<file path="config.mk">
export PLATFORM = sky130hd
export DESIGN_NAME = sbc_core
export DESIGN_NICKNAME = d
export VERILOG_FILES = /design/src/hw/sbc_pkg.sv /design/src/hw/sbc_core.sv /design/src/hw/sbc_info_rom.sv
export VERILOG_INCLUDE_DIRS = /design/src /design/src/hw
export SDC_FILE = /design/constraint.sdc
export NUM_CORES = 1
export LEC_CHECK = 0
export BUFFER_PORTS_ARGS = -buffer_cell sky130_fd_sc_hd__buf_2
export CAP_MARGIN = 20
export CORE_ASPECT_RATIO = 0.75
export CORE_MARGIN = 2
export CORE_UTILIZATION = 59
export DETAILED_ROUTE_END_ITERATION = 10
export PLACE_DENSITY = 0.9
export SLEW_MARGIN = 20
export SYNTH_ARGS = -nofsm -noshare
export SYNTH_HDL_FRONTEND = slang
export SYNTH_SLANG_ARGS = --single-unit
</file>
<file path="constraint.sdc">
create_clock -name sys_clk -period 9.03 [get_ports sys_clk]
set_input_delay 0 -clock sys_clk [delete_from_list [all_inputs] [get_ports sys_clk]]
set_output_delay 0 -clock sys_clk [all_outputs]
set_load 0.01 [all_outputs]
</file>
<file path="src/hw/sbc_regs.svh">
// Purpose: constants of the serial boot command handler
// Assumes: byte-wide receive and transmit streams
// Notes: acknowledge low nibbles combine with the last accepted command's upper nibble
`ifndef SBC_REGS_SVH
`define SBC_REGS_SVH

`define SBC_ACK_UART 8'h86
`define SBC_ACK_CLKD 8'h30
`define SBC_CMD_RAM 8'h10
`define SBC_CMD_SUM 8'h20
`define SBC_CMD_INFO 8'h30
`define SBC_ACK_OK 4'h0
`define SBC_ACK_ERR 4'h1
`define SBC_ACK_RXERR 4'h8
`define SBC_CMD_HI_RST 4'h0
`define SBC_HDR_LAST 6'h06
`define SBC_INFO_FLASH 6'h04
`define SBC_INFO_CKSUM 6'h3D
`define SBC_INFO_BASE 18'h00470
`define SBC_FLASH_BYTES 262144
`define SBC_INFO_ROM_LEN 57

`endif

</file>
<file path="src/hw/sbc_pkg.sv">
// Purpose: types of the serial boot command handler
// Assumes: nothing beyond the shared constants header
// Notes: state names follow the byte sequence of each command
package sbc_pkg;
  typedef enum logic [3:0] {
    S_MODE, S_HALT, S_CMD, S_SEND, S_HDR, S_DATA, S_DCHK, S_JUMP,
    S_SUM, S_SUMW, S_SUMLO, S_SUMCK, S_INFO, S_INFOW
  } sbc_state_t;
endpackage

</file>
<file path="src/hw/sbc_core.sv">
// Purpose: byte-level command interpreter of a serial boot loader
// Assumes: one rx byte per rx_valid pulse; flash reads return next cycle
// Notes: password phase is not handled; 10H leads straight to the header
`include "sbc_regs.svh"
module sbc_core
  import sbc_pkg::*;
#(
  parameter int FLASH_BYTES = `SBC_FLASH_BYTES
) (
  input wire logic sys_clk,
  input wire logic rstn,
  input wire logic mode_det,
  input wire logic mode_clkd,
  input wire logic baud_ok,
  input wire logic rx_valid,
  input wire logic [7:0] rx_data,
  input wire logic rx_err,
  output logic tx_valid,
  output logic [7:0] tx_data,
  input wire logic tx_ready,
  output logic ram_we,
  output logic [31:0] ram_addr,
  output logic [7:0] ram_wdata,
  output logic fl_rd,
  output logic [17:0] fl_addr,
  input wire logic [7:0] fl_rdata,
  output logic jump_valid,
  output logic [31:0] jump_addr,
  output logic jump_isa32
);
  import sbc_pkg::*;

  localparam logic [17:0] SCAN_LAST = 18'(FLASH_BYTES - 1);

  sbc_state_t state_r, ret_r, snd_ret, state_nxt;
  logic snd;
  logic [7:0] snd_data;
  logic mode_clkd_r;
  logic [3:0] cmd_hi_r;
  logic [5:0] idx_r;
  logic [7:0] sum_r;
  logic err_r;
  logic [31:0] start_r, wp_r;
  logic [15:0] cnt_r;
  logic [17:0] scan_r;
  logic [15:0] fsum_r;
  logic fl_vld_r;
  logic rd_req;
  logic [17:0] rd_addr;
  logic rx_bad;
  logic [7:0] rom_byte, info_byte;
  logic sum_clr;
  logic tx_valid_r, ram_we_r, fl_rd_r, jump_valid_r, jump_isa32_r;
  logic [7:0] tx_data_r, ram_wdata_r;
  logic [31:0] ram_addr_r, jump_addr_r;
  logic [17:0] fl_addr_r;

  sbc_info_rom u_rom (
    .idx(6'(idx_r - `SBC_INFO_FLASH)),
    .data(rom_byte)
  );

  // receive errors are meaningless when the controller supplies the clock
  assign rx_bad = rx_err & ~mode_clkd_r;

  always_comb begin
    if (idx_r < `SBC_INFO_FLASH) begin
      info_byte = fl_rdata;
    end else if (idx_r < `SBC_INFO_CKSUM) begin
      info_byte = rom_byte;
    end else begin
      info_byte = 8'h00 - sum_r;
    end
  end

  always_comb begin
    snd = 1'b0;
    snd_data = 8'h00;
    snd_ret = S_CMD;
    state_nxt = state_r;
    rd_req = 1'b0;
    rd_addr = 18'h00000;
    unique case (state_r)
      S_MODE: begin
        if (mode_det) begin
          if (!mode_clkd && !baud_ok) begin
            state_nxt = S_HALT;
          end else begin
            snd = 1'b1;
            snd_data = mode_clkd ? `SBC_ACK_CLKD : `SBC_ACK_UART;
          end
        end
      end
      S_HALT, S_SEND: state_nxt = state_r;
      S_CMD: begin
        if (rx_valid) begin
          snd = 1'b1;
          if (rx_bad) begin
            snd_data = {cmd_hi_r, `SBC_ACK_RXERR};
          end else begin
            snd_data = rx_data;
            unique case (rx_data)
              `SBC_CMD_RAM: snd_ret = S_HDR;
              `SBC_CMD_SUM: snd_ret = S_SUM;
              `SBC_CMD_INFO: snd_ret = S_INFO;
              default: snd_data = {cmd_hi_r, `SBC_ACK_ERR};
            endcase
          end
        end
      end
      S_HDR: begin
        if (rx_valid && idx_r == `SBC_HDR_LAST) begin
          snd = 1'b1;
          if (err_r || rx_bad) begin
            snd_data = {cmd_hi_r, `SBC_ACK_RXERR};
          end else if (8'(sum_r + rx_data) != 8'h00) begin
            snd_data = {cmd_hi_r, `SBC_ACK_ERR};
          end else begin
            snd_data = {cmd_hi_r, `SBC_ACK_OK};
            snd_ret = (cnt_r == 16'h0000) ? S_DCHK : S_DATA;
          end
        end
      end
      S_DATA: begin
        if (rx_valid && cnt_r == 16'h0001) begin
          state_nxt = S_DCHK;
        end
      end
      S_DCHK: begin
        if (rx_valid) begin
          snd = 1'b1;
          if (err_r || rx_bad) begin
            snd_data = {cmd_hi_r, `SBC_ACK_RXERR};
          end else if (8'(sum_r + rx_data) != 8'h00) begin
            snd_data = {cmd_hi_r, `SBC_ACK_ERR};
          end else begin
            snd_data = {cmd_hi_r, `SBC_ACK_OK};
            snd_ret = S_JUMP;
          end
        end
      end
      S_JUMP: state_nxt = S_HALT;
      S_SUM: begin
        rd_req = 1'b1;
        rd_addr = scan_r;
        if (scan_r == SCAN_LAST) begin
          state_nxt = S_SUMW;
        end
      end
      S_SUMW: begin
        // wait for the last flash byte to land in the total
        if (!fl_rd_r && !fl_vld_r) begin
          snd = 1'b1;
          snd_data = fsum_r[15:8];
          snd_ret = S_SUMLO;
        end
      end
      S_SUMLO: begin
        snd = 1'b1;
        snd_data = fsum_r[7:0];
        snd_ret = S_SUMCK;
      end
      S_SUMCK: begin
        // controller checksum is consumed; the next byte is a command
        if (rx_valid) begin
          state_nxt = S_CMD;
        end
      end
      S_INFO: begin
        rd_req = 1'b1;
        rd_addr = `SBC_INFO_BASE + {12'h000, idx_r};
        state_nxt = S_INFOW;
      end
      S_INFOW: begin
        if (fl_vld_r) begin
          snd = 1'b1;
          snd_data = info_byte;
          snd_ret = (idx_r == `SBC_INFO_CKSUM) ? S_CMD : S_INFO;
        end
      end
      default: state_nxt = S_HALT;
    endcase
  end

  assign sum_clr = snd && (snd_ret == S_HDR || snd_ret == S_DATA ||
    snd_ret == S_DCHK || snd_ret == S_INFO) && state_r != S_INFOW;

  // sequencer and transmit holding register
  always_ff @(posedge sys_clk or negedge rstn) begin
    if (!rstn) begin
      state_r <= S_MODE;
      ret_r <= S_CMD;
      tx_valid_r <= 1'b0;
      tx_data_r <= 8'h00;
    end else if (state_r == S_SEND) begin
      if (tx_ready) begin
        tx_valid_r <= 1'b0;
        state_r <= ret_r;
      end
    end else if (snd) begin
      tx_valid_r <= 1'b1;
      tx_data_r <= snd_data;
      ret_r <= snd_ret;
      state_r <= S_SEND;
    end else begin
      state_r <= state_nxt;
    end
  end

  // mode and command nibble kept for later acknowledges
  always_ff @(posedge sys_clk or negedge rstn) begin
    if (!rstn) begin
      mode_clkd_r <= 1'b0;
      cmd_hi_r <= `SBC_CMD_HI_RST;
    end else begin
      if (state_r == S_MODE && mode_det) begin
        mode_clkd_r <= mode_clkd;
      end
      if (state_r == S_CMD && rx_valid && !rx_bad && snd_ret != S_CMD) begin
        cmd_hi_r <= rx_data[7:4];
      end
    end
  end

  // byte index, running checksum and receive error accumulation
  always_ff @(posedge sys_clk or negedge rstn) begin
    if (!rstn) begin
      idx_r <= 6'h00;
      sum_r <= 8'h00;
      err_r <= 1'b0;
    end else if (sum_clr) begin
      idx_r <= 6'h00;
      sum_r <= 8'h00;
      err_r <= 1'b0;
    end else if ((state_r == S_HDR || state_r == S_DATA) && rx_valid) begin
      idx_r <= idx_r + 6'h01;
      sum_r <= sum_r + rx_data;
      err_r <= err_r | rx_bad;
    end else if (state_r == S_INFOW && snd) begin
      idx_r <= idx_r + 6'h01;
      sum_r <= sum_r + info_byte;
    end
  end

  // header fields, high byte first
  always_ff @(posedge sys_clk or negedge rstn) begin
    if (!rstn) begin
      start_r <= 32'h00000000;
      wp_r <= 32'h00000000;
      cnt_r <= 16'h0000;
    end else if (state_r == S_HDR && rx_valid) begin
      if (idx_r < 6'h04) begin
        start_r <= {start_r[23:0], rx_data};
        wp_r <= {wp_r[23:0], rx_data};
      end else if (idx_r < `SBC_HDR_LAST) begin
        cnt_r <= {cnt_r[7:0], rx_data};
      end
    end else if (state_r == S_DATA && rx_valid) begin
      wp_r <= wp_r + 32'h00000001;
      cnt_r <= cnt_r - 16'h0001;
    end
  end

  // payload store port; the load range is the controller's concern
  always_ff @(posedge sys_clk or negedge rstn) begin
    if (!rstn) begin
      ram_we_r <= 1'b0;
      ram_addr_r <= 32'h00000000;
      ram_wdata_r <= 8'h00;
    end else begin
      ram_we_r <= state_r == S_DATA && rx_valid;
      if (state_r == S_DATA && rx_valid) begin
        ram_addr_r <= wp_r;
        ram_wdata_r <= rx_data;
      end
    end
  end

  // flash read port and 16-bit flash total
  always_ff @(posedge sys_clk or negedge rstn) begin
    if (!rstn) begin
      fl_rd_r <= 1'b0;
      fl_addr_r <= 18'h00000;
      fl_vld_r <= 1'b0;
      scan_r <= 18'h00000;
      fsum_r <= 16'h0000;
    end else begin
      fl_rd_r <= rd_req;
      fl_addr_r <= rd_addr;
      fl_vld_r <= fl_rd_r;
      if (snd && snd_ret == S_SUM) begin
        scan_r <= 18'h00000;
        fsum_r <= 16'h0000;
      end else begin
        if (state_r == S_SUM) begin
          scan_r <= scan_r + 18'h00001;
        end
        if (fl_vld_r && (state_r == S_SUM || state_r == S_SUMW)) begin
          fsum_r <= fsum_r + {8'h00, fl_rdata};
        end
      end
    end
  end

  // hand-off to loaded code, entered only after a good payload ack
  always_ff @(posedge sys_clk or negedge rstn) begin
    if (!rstn) begin
      jump_valid_r <= 1'b0;
      jump_addr_r <= 32'h00000000;
      jump_isa32_r <= 1'b0;
    end else begin
      jump_valid_r <= state_r == S_JUMP;
      if (state_r == S_JUMP) begin
        jump_addr_r <= start_r;
        jump_isa32_r <= 1'b1;
      end
    end
  end

  assign tx_valid = tx_valid_r;
  assign tx_data = tx_data_r;
  assign ram_we = ram_we_r;
  assign ram_addr = ram_addr_r;
  assign ram_wdata = ram_wdata_r;
  assign fl_rd = fl_rd_r;
  assign fl_addr = fl_addr_r;
  assign jump_valid = jump_valid_r;
  assign jump_addr = jump_addr_r;
  assign jump_isa32 = jump_isa32_r;
endmodule

</file>
<file path="src/hw/sbc_info_rom.sv">
// Purpose: fixed bytes of the product information reply
// Assumes: index 0 is the first name byte
// Notes: multi-byte fields are stored least significant byte first
`include "sbc_regs.svh"
module sbc_info_rom #(
  // arbitrary neutral product name, nine ASCII characters
  parameter logic [71:0] PROD_NAME = "BOOTDEV01"
) (
  input wire logic [5:0] idx,
  output logic [7:0] data
);
  always_comb begin
    data = 8'h00;
    if (idx < 6'h09) begin
      data = PROD_NAME[8'(71 - 8 * idx) -: 8];
    end else begin
      unique case (idx)
        6'h09, 6'h0A, 6'h0B: data = 8'h20;
        6'h0C: data = 8'h74;
        6'h0D: data = 8'h04;
        6'h11: data = 8'h98;
        6'h12, 6'h13, 6'h14: data = 8'hFF;
        6'h15: data = 8'hA7;
        6'h16, 6'h17, 6'h18, 6'h19: data = 8'hFF;
        6'h1A: data = 8'hBF;
        6'h1B: data = 8'hFF;
        6'h1D: data = 8'hA8;
        6'h1E, 6'h1F, 6'h20: data = 8'hFF;
        6'h21: data = 8'hAF;
        6'h22, 6'h23: data = 8'hFF;
        6'h2A, 6'h2B: data = 8'hFF;
        6'h2C: data = 8'h03;
        6'h2E: data = 8'h02;
        // one group: two 128-Kbyte blocks of 64K half-words
        6'h36: data = 8'h01;
        6'h38: data = 8'h02;
        default: data = 8'h00;
      endcase
    end
  end
endmodule

</file>
==> out/qor.yml <==
clock_skew_ns: 0.0233
multi_input_area_um2: 6510
htreeDepth: 1
cts_tree: "built"
ys_seq_area_frac: 0.471
grt_max_degree: 112
register_area_um2: 6160
dp_cells: 1808
grtUsageTotal: 0.302
finalNonFillerCells: 1870
yosysWarnings: 0
setup_tns_ns: 0
ioPinCount: 127
min_to: "fsum_r[2]$_DFFE_PN0P_"
syn_nets: 1518
hp-start: "fl_rdata[2]"
r2r_cells: 15
vias_per_cell: 6.17
fin_crit_sh: 0.602
synth_area_leader_cell: "dfrtp_1"
drcViolationCount: 0
final_core_util: 0.683
netlist.area_leader.share: 0.469
ir_worst_vdd_mv: 0.172
pre_cts_ws_ns: 3.72
path_buf_inv: 1
crit_chain: "clkinv_1 > ha_1 > mux2i_1 > or3_1 > nor3_1 > o21ai_0 > a41oi_1 > ha_1 > nor2b_1 > o21ai_0 > a21oi_1 > o21a_1 > or3_1 > a32oi_1 > a21oi_1"
drt-initial-drc-count: 1325
powerDensity_nw_per_um2: 299
post_cts_buffers: 0
ys.flop_type: "dfrtp_1"
min_period_ns: 5.44
ff2ff_setup_slack_ns: 3.59
nNetsFinal: 1625
start_util: 0.597
worstSkewPairLatency_ns: 0.54
vias: 11546
grt-ovfl-total: 0
arrival_ns: 5.85
synth_edf_count: 0
crit_family: "compound AO/OA/AOI/OAI gates"
cp_max_fo: 24
hold_violations: 0
antenna_found_initial: 2
synth_cell_types: 78
core_area_um2: 21900
ant_nets: 0
synth.area.top_cells: "dfrtp_1, nand2_1, ha_1"
hold_path.class: "input pin to flop"
fp.dieW_um: 176
first_global_vias: 10900
row_count: 47
clock-sinks: 246
critical_path_class: "flop to flop"
fillers: 1680
synth-seq-cells: 246
grt_pass1_wl_um: 57100
setup_violations: 0
port_buffers: 126
cp-end-kind: "flop"
critPathMaxStageDelay_ns: 0.89
ctsRootBufferMaster: "clkbuf_16"
syn_inst: 1448
routabilityCongestion: 0.950
cts_buffer_depth: 3
dr.pass1.iters: 6
rsz0062_at_grt: "no"
avgSynthCellArea_um2: 9.02
wl_um: 35300
relSlewSlack: 0.286
cp.depth: 15
die_y_um: 133
dp_hpwl_um: 23800
async_flop_share: 1.00
cap_violations: 0
ctsResizeCount: 0
fmax_mhz: 184
clkSlewWorstSetupHoldPaths_ns: 0.07
reg2reg_to: "sum_r[6]$_DFFE_PN0P_"
routedWlPerCell_um: 18.9
drive_gt1_frac: 0.156
area.growth.synth_to_final_pct: 14.4
leakagePower_nw: 7.32
tightest_slew_ns: 1.07
dieArea_um2: 23400
worstHoldPathCells: 4
cp_slowest_cell: "ha_1"
critPathLaunchType: "flop"
r2r-start: "idx_r[2]$_DFFE_PN0P_"
cts_inserted_buffers: 25
status: "finished clean"
finalMaxSlewViolations: 0
netlist_area_um2: 13100
crit_required_ns: 9.44
worst_slack_ns: 3.59
tightest hold or removal path: cells and delay by family:
| kind | cells | cell delay [ns] |
|---|---|---|
| xor gates and xnor gates | 1 | 0.15 |
| AOI/OAI and AO/OA | 1 | 0.07 |
| buffers and inverters | 1 | 0.12 |
| adders and majority gates | 1 | 0.21 |
registers in the layout, indices dropped and copies added, names as in the netlist, 4 cells and up:
name,flops
cmd_hi_r,4
cnt_r,16
fl_addr,18
fsum_r,16
idx_r,6
jump_addr,32
ram_addr,32
ram_wdata,8
ret_r,4
scan_r,18
start_r,32
state_r,4
sum_r,8
tx_data,8
wp_r,32
per-stage QoR:
step	cell area, um2	hold WS, ns	total power (W)
5_1_grt	14900	0.0466	0.00474
4_1_cts	14900	0.0238	0.00443
3_5_place_dp	13900	0.110	0.00333
3_3_place_gp	13900	0.101	0.00327
2_1_floorplan	13100	-0.296	0.00282
6_report	15000	0.0516	0.00446
cells in the mapped netlist (16+ instances only):
master,instances
o22ai_1,19
nand4_1,19
clkbuf_1,62
nor2_1,106
nand2_1,315
a21oi_1,104
xnor2_1,27
nor3_1,20
o21ai_0,99
inv_1,24
and2_1,16
mux2_2,35
dfrtp_1,245
nand3_1,51
ha_1,43
xor2_1,27
layout by cell type, fill, tap and decap left out, types with 14 or more instances in the layout:
master	synthesis	final
a21oi_1	104	104
a22oi_1	15	15
and2_1	16	16
and3_1	15	15
buf_2	8	125
buf_4	0	16
clkbuf_16	0	25
dfrtp_1	245	245
dlygate4sd3_1	0	14
ha_1	43	43
inv_1	24	24
mux2_2	35	35
nand2_1	315	315
nand3_1	51	49
nand4_1	19	19
nor2_1	106	105
nor3_1	20	20
o21ai_0	99	99
o22ai_1	19	19
xnor2_1	27	27
xor2_1	27	27
cell type report:
| cell class | count | share of cell area |
|---|---|---|
| antenna | 2 | 0.000335 |
| clock buffer | 39 | 0.0534 |
| clock inverter | 7 | 0.00561 |
| inverter | 26 | 0.00653 |
| multi-input combinational | 1098 | 0.436 |
| sequential | 246 | 0.412 |
| tap | 294 | 0.0246 |
| timing repair buffer | 158 | 0.0620 |
how the worst max path moves through the flow:
stage,slack [ns],endpoint,start
2_1_floorplan,4.73,sum_r[6]$_DFFE_PN0P_,idx_r[2]$_DFFE_PN0P_
3_3_place_gp,3.83,sum_r[6]$_DFFE_PN0P_,idx_r[2]$_DFFE_PN0P_
3_5_place_dp,3.72,sum_r[6]$_DFFE_PN0P_,idx_r[2]$_DFFE_PN0P_
4_1_cts,3.71,sum_r[6]$_DFFE_PN0P_,idx_r[2]$_DFFE_PN0P_
5_1_grt,3.27,sum_r[6]$_DFFE_PN0P_,idx_r[2]$_DFFE_PN0P_
6_report,3.59,sum_r[6]$_DFFE_PN0P_,idx_r[2]$_DFFE_PN0P_
power breakdown:
part / leakage [nW] / total, W / switching, W / internal (W)
sequential: 3.29 / 0.00162 / 0.000300 / 0.00132
clock: 0.433 / 0.00108 / 0.000443 / 0.000640
combinational: 3.60 / 0.00176 / 0.00108 / 0.000677
timing repair:
item | CTS | global route
endpoints found under the hold margin | 146 | 0
hold buffers | 14 | 0
setup endpoints to repair | 0 | 0
per-layer routing:
metal / GRT usage / vias up / part of all wire
met5: 0 / - / 0
met1: 0.453 / 5602 / 0.44
met2: 0.440 / 563 / 0.43
li1: - / 5299 / -
met4: 0.0854 / 0 / 0.026
met3: 0.0687 / 82 / 0.10
logic make-up after synthesis:
| logic type | after synthesis | share of synthesized area |
|---|---|---|
| and+or+nand+nor | 620 | 0.219 |
| AOI/OAI and AO/OA | 332 | 0.157 |
| adders and majority gates | 46 | 0.0458 |
| muxes | 46 | 0.0386 |
| buffers and inverters | 104 | 0.0325 |
| xor gates and xnor gates | 54 | 0.0362 |
| DFF | 246 | 0.471 |
Power figures use the tool's default switching activity.
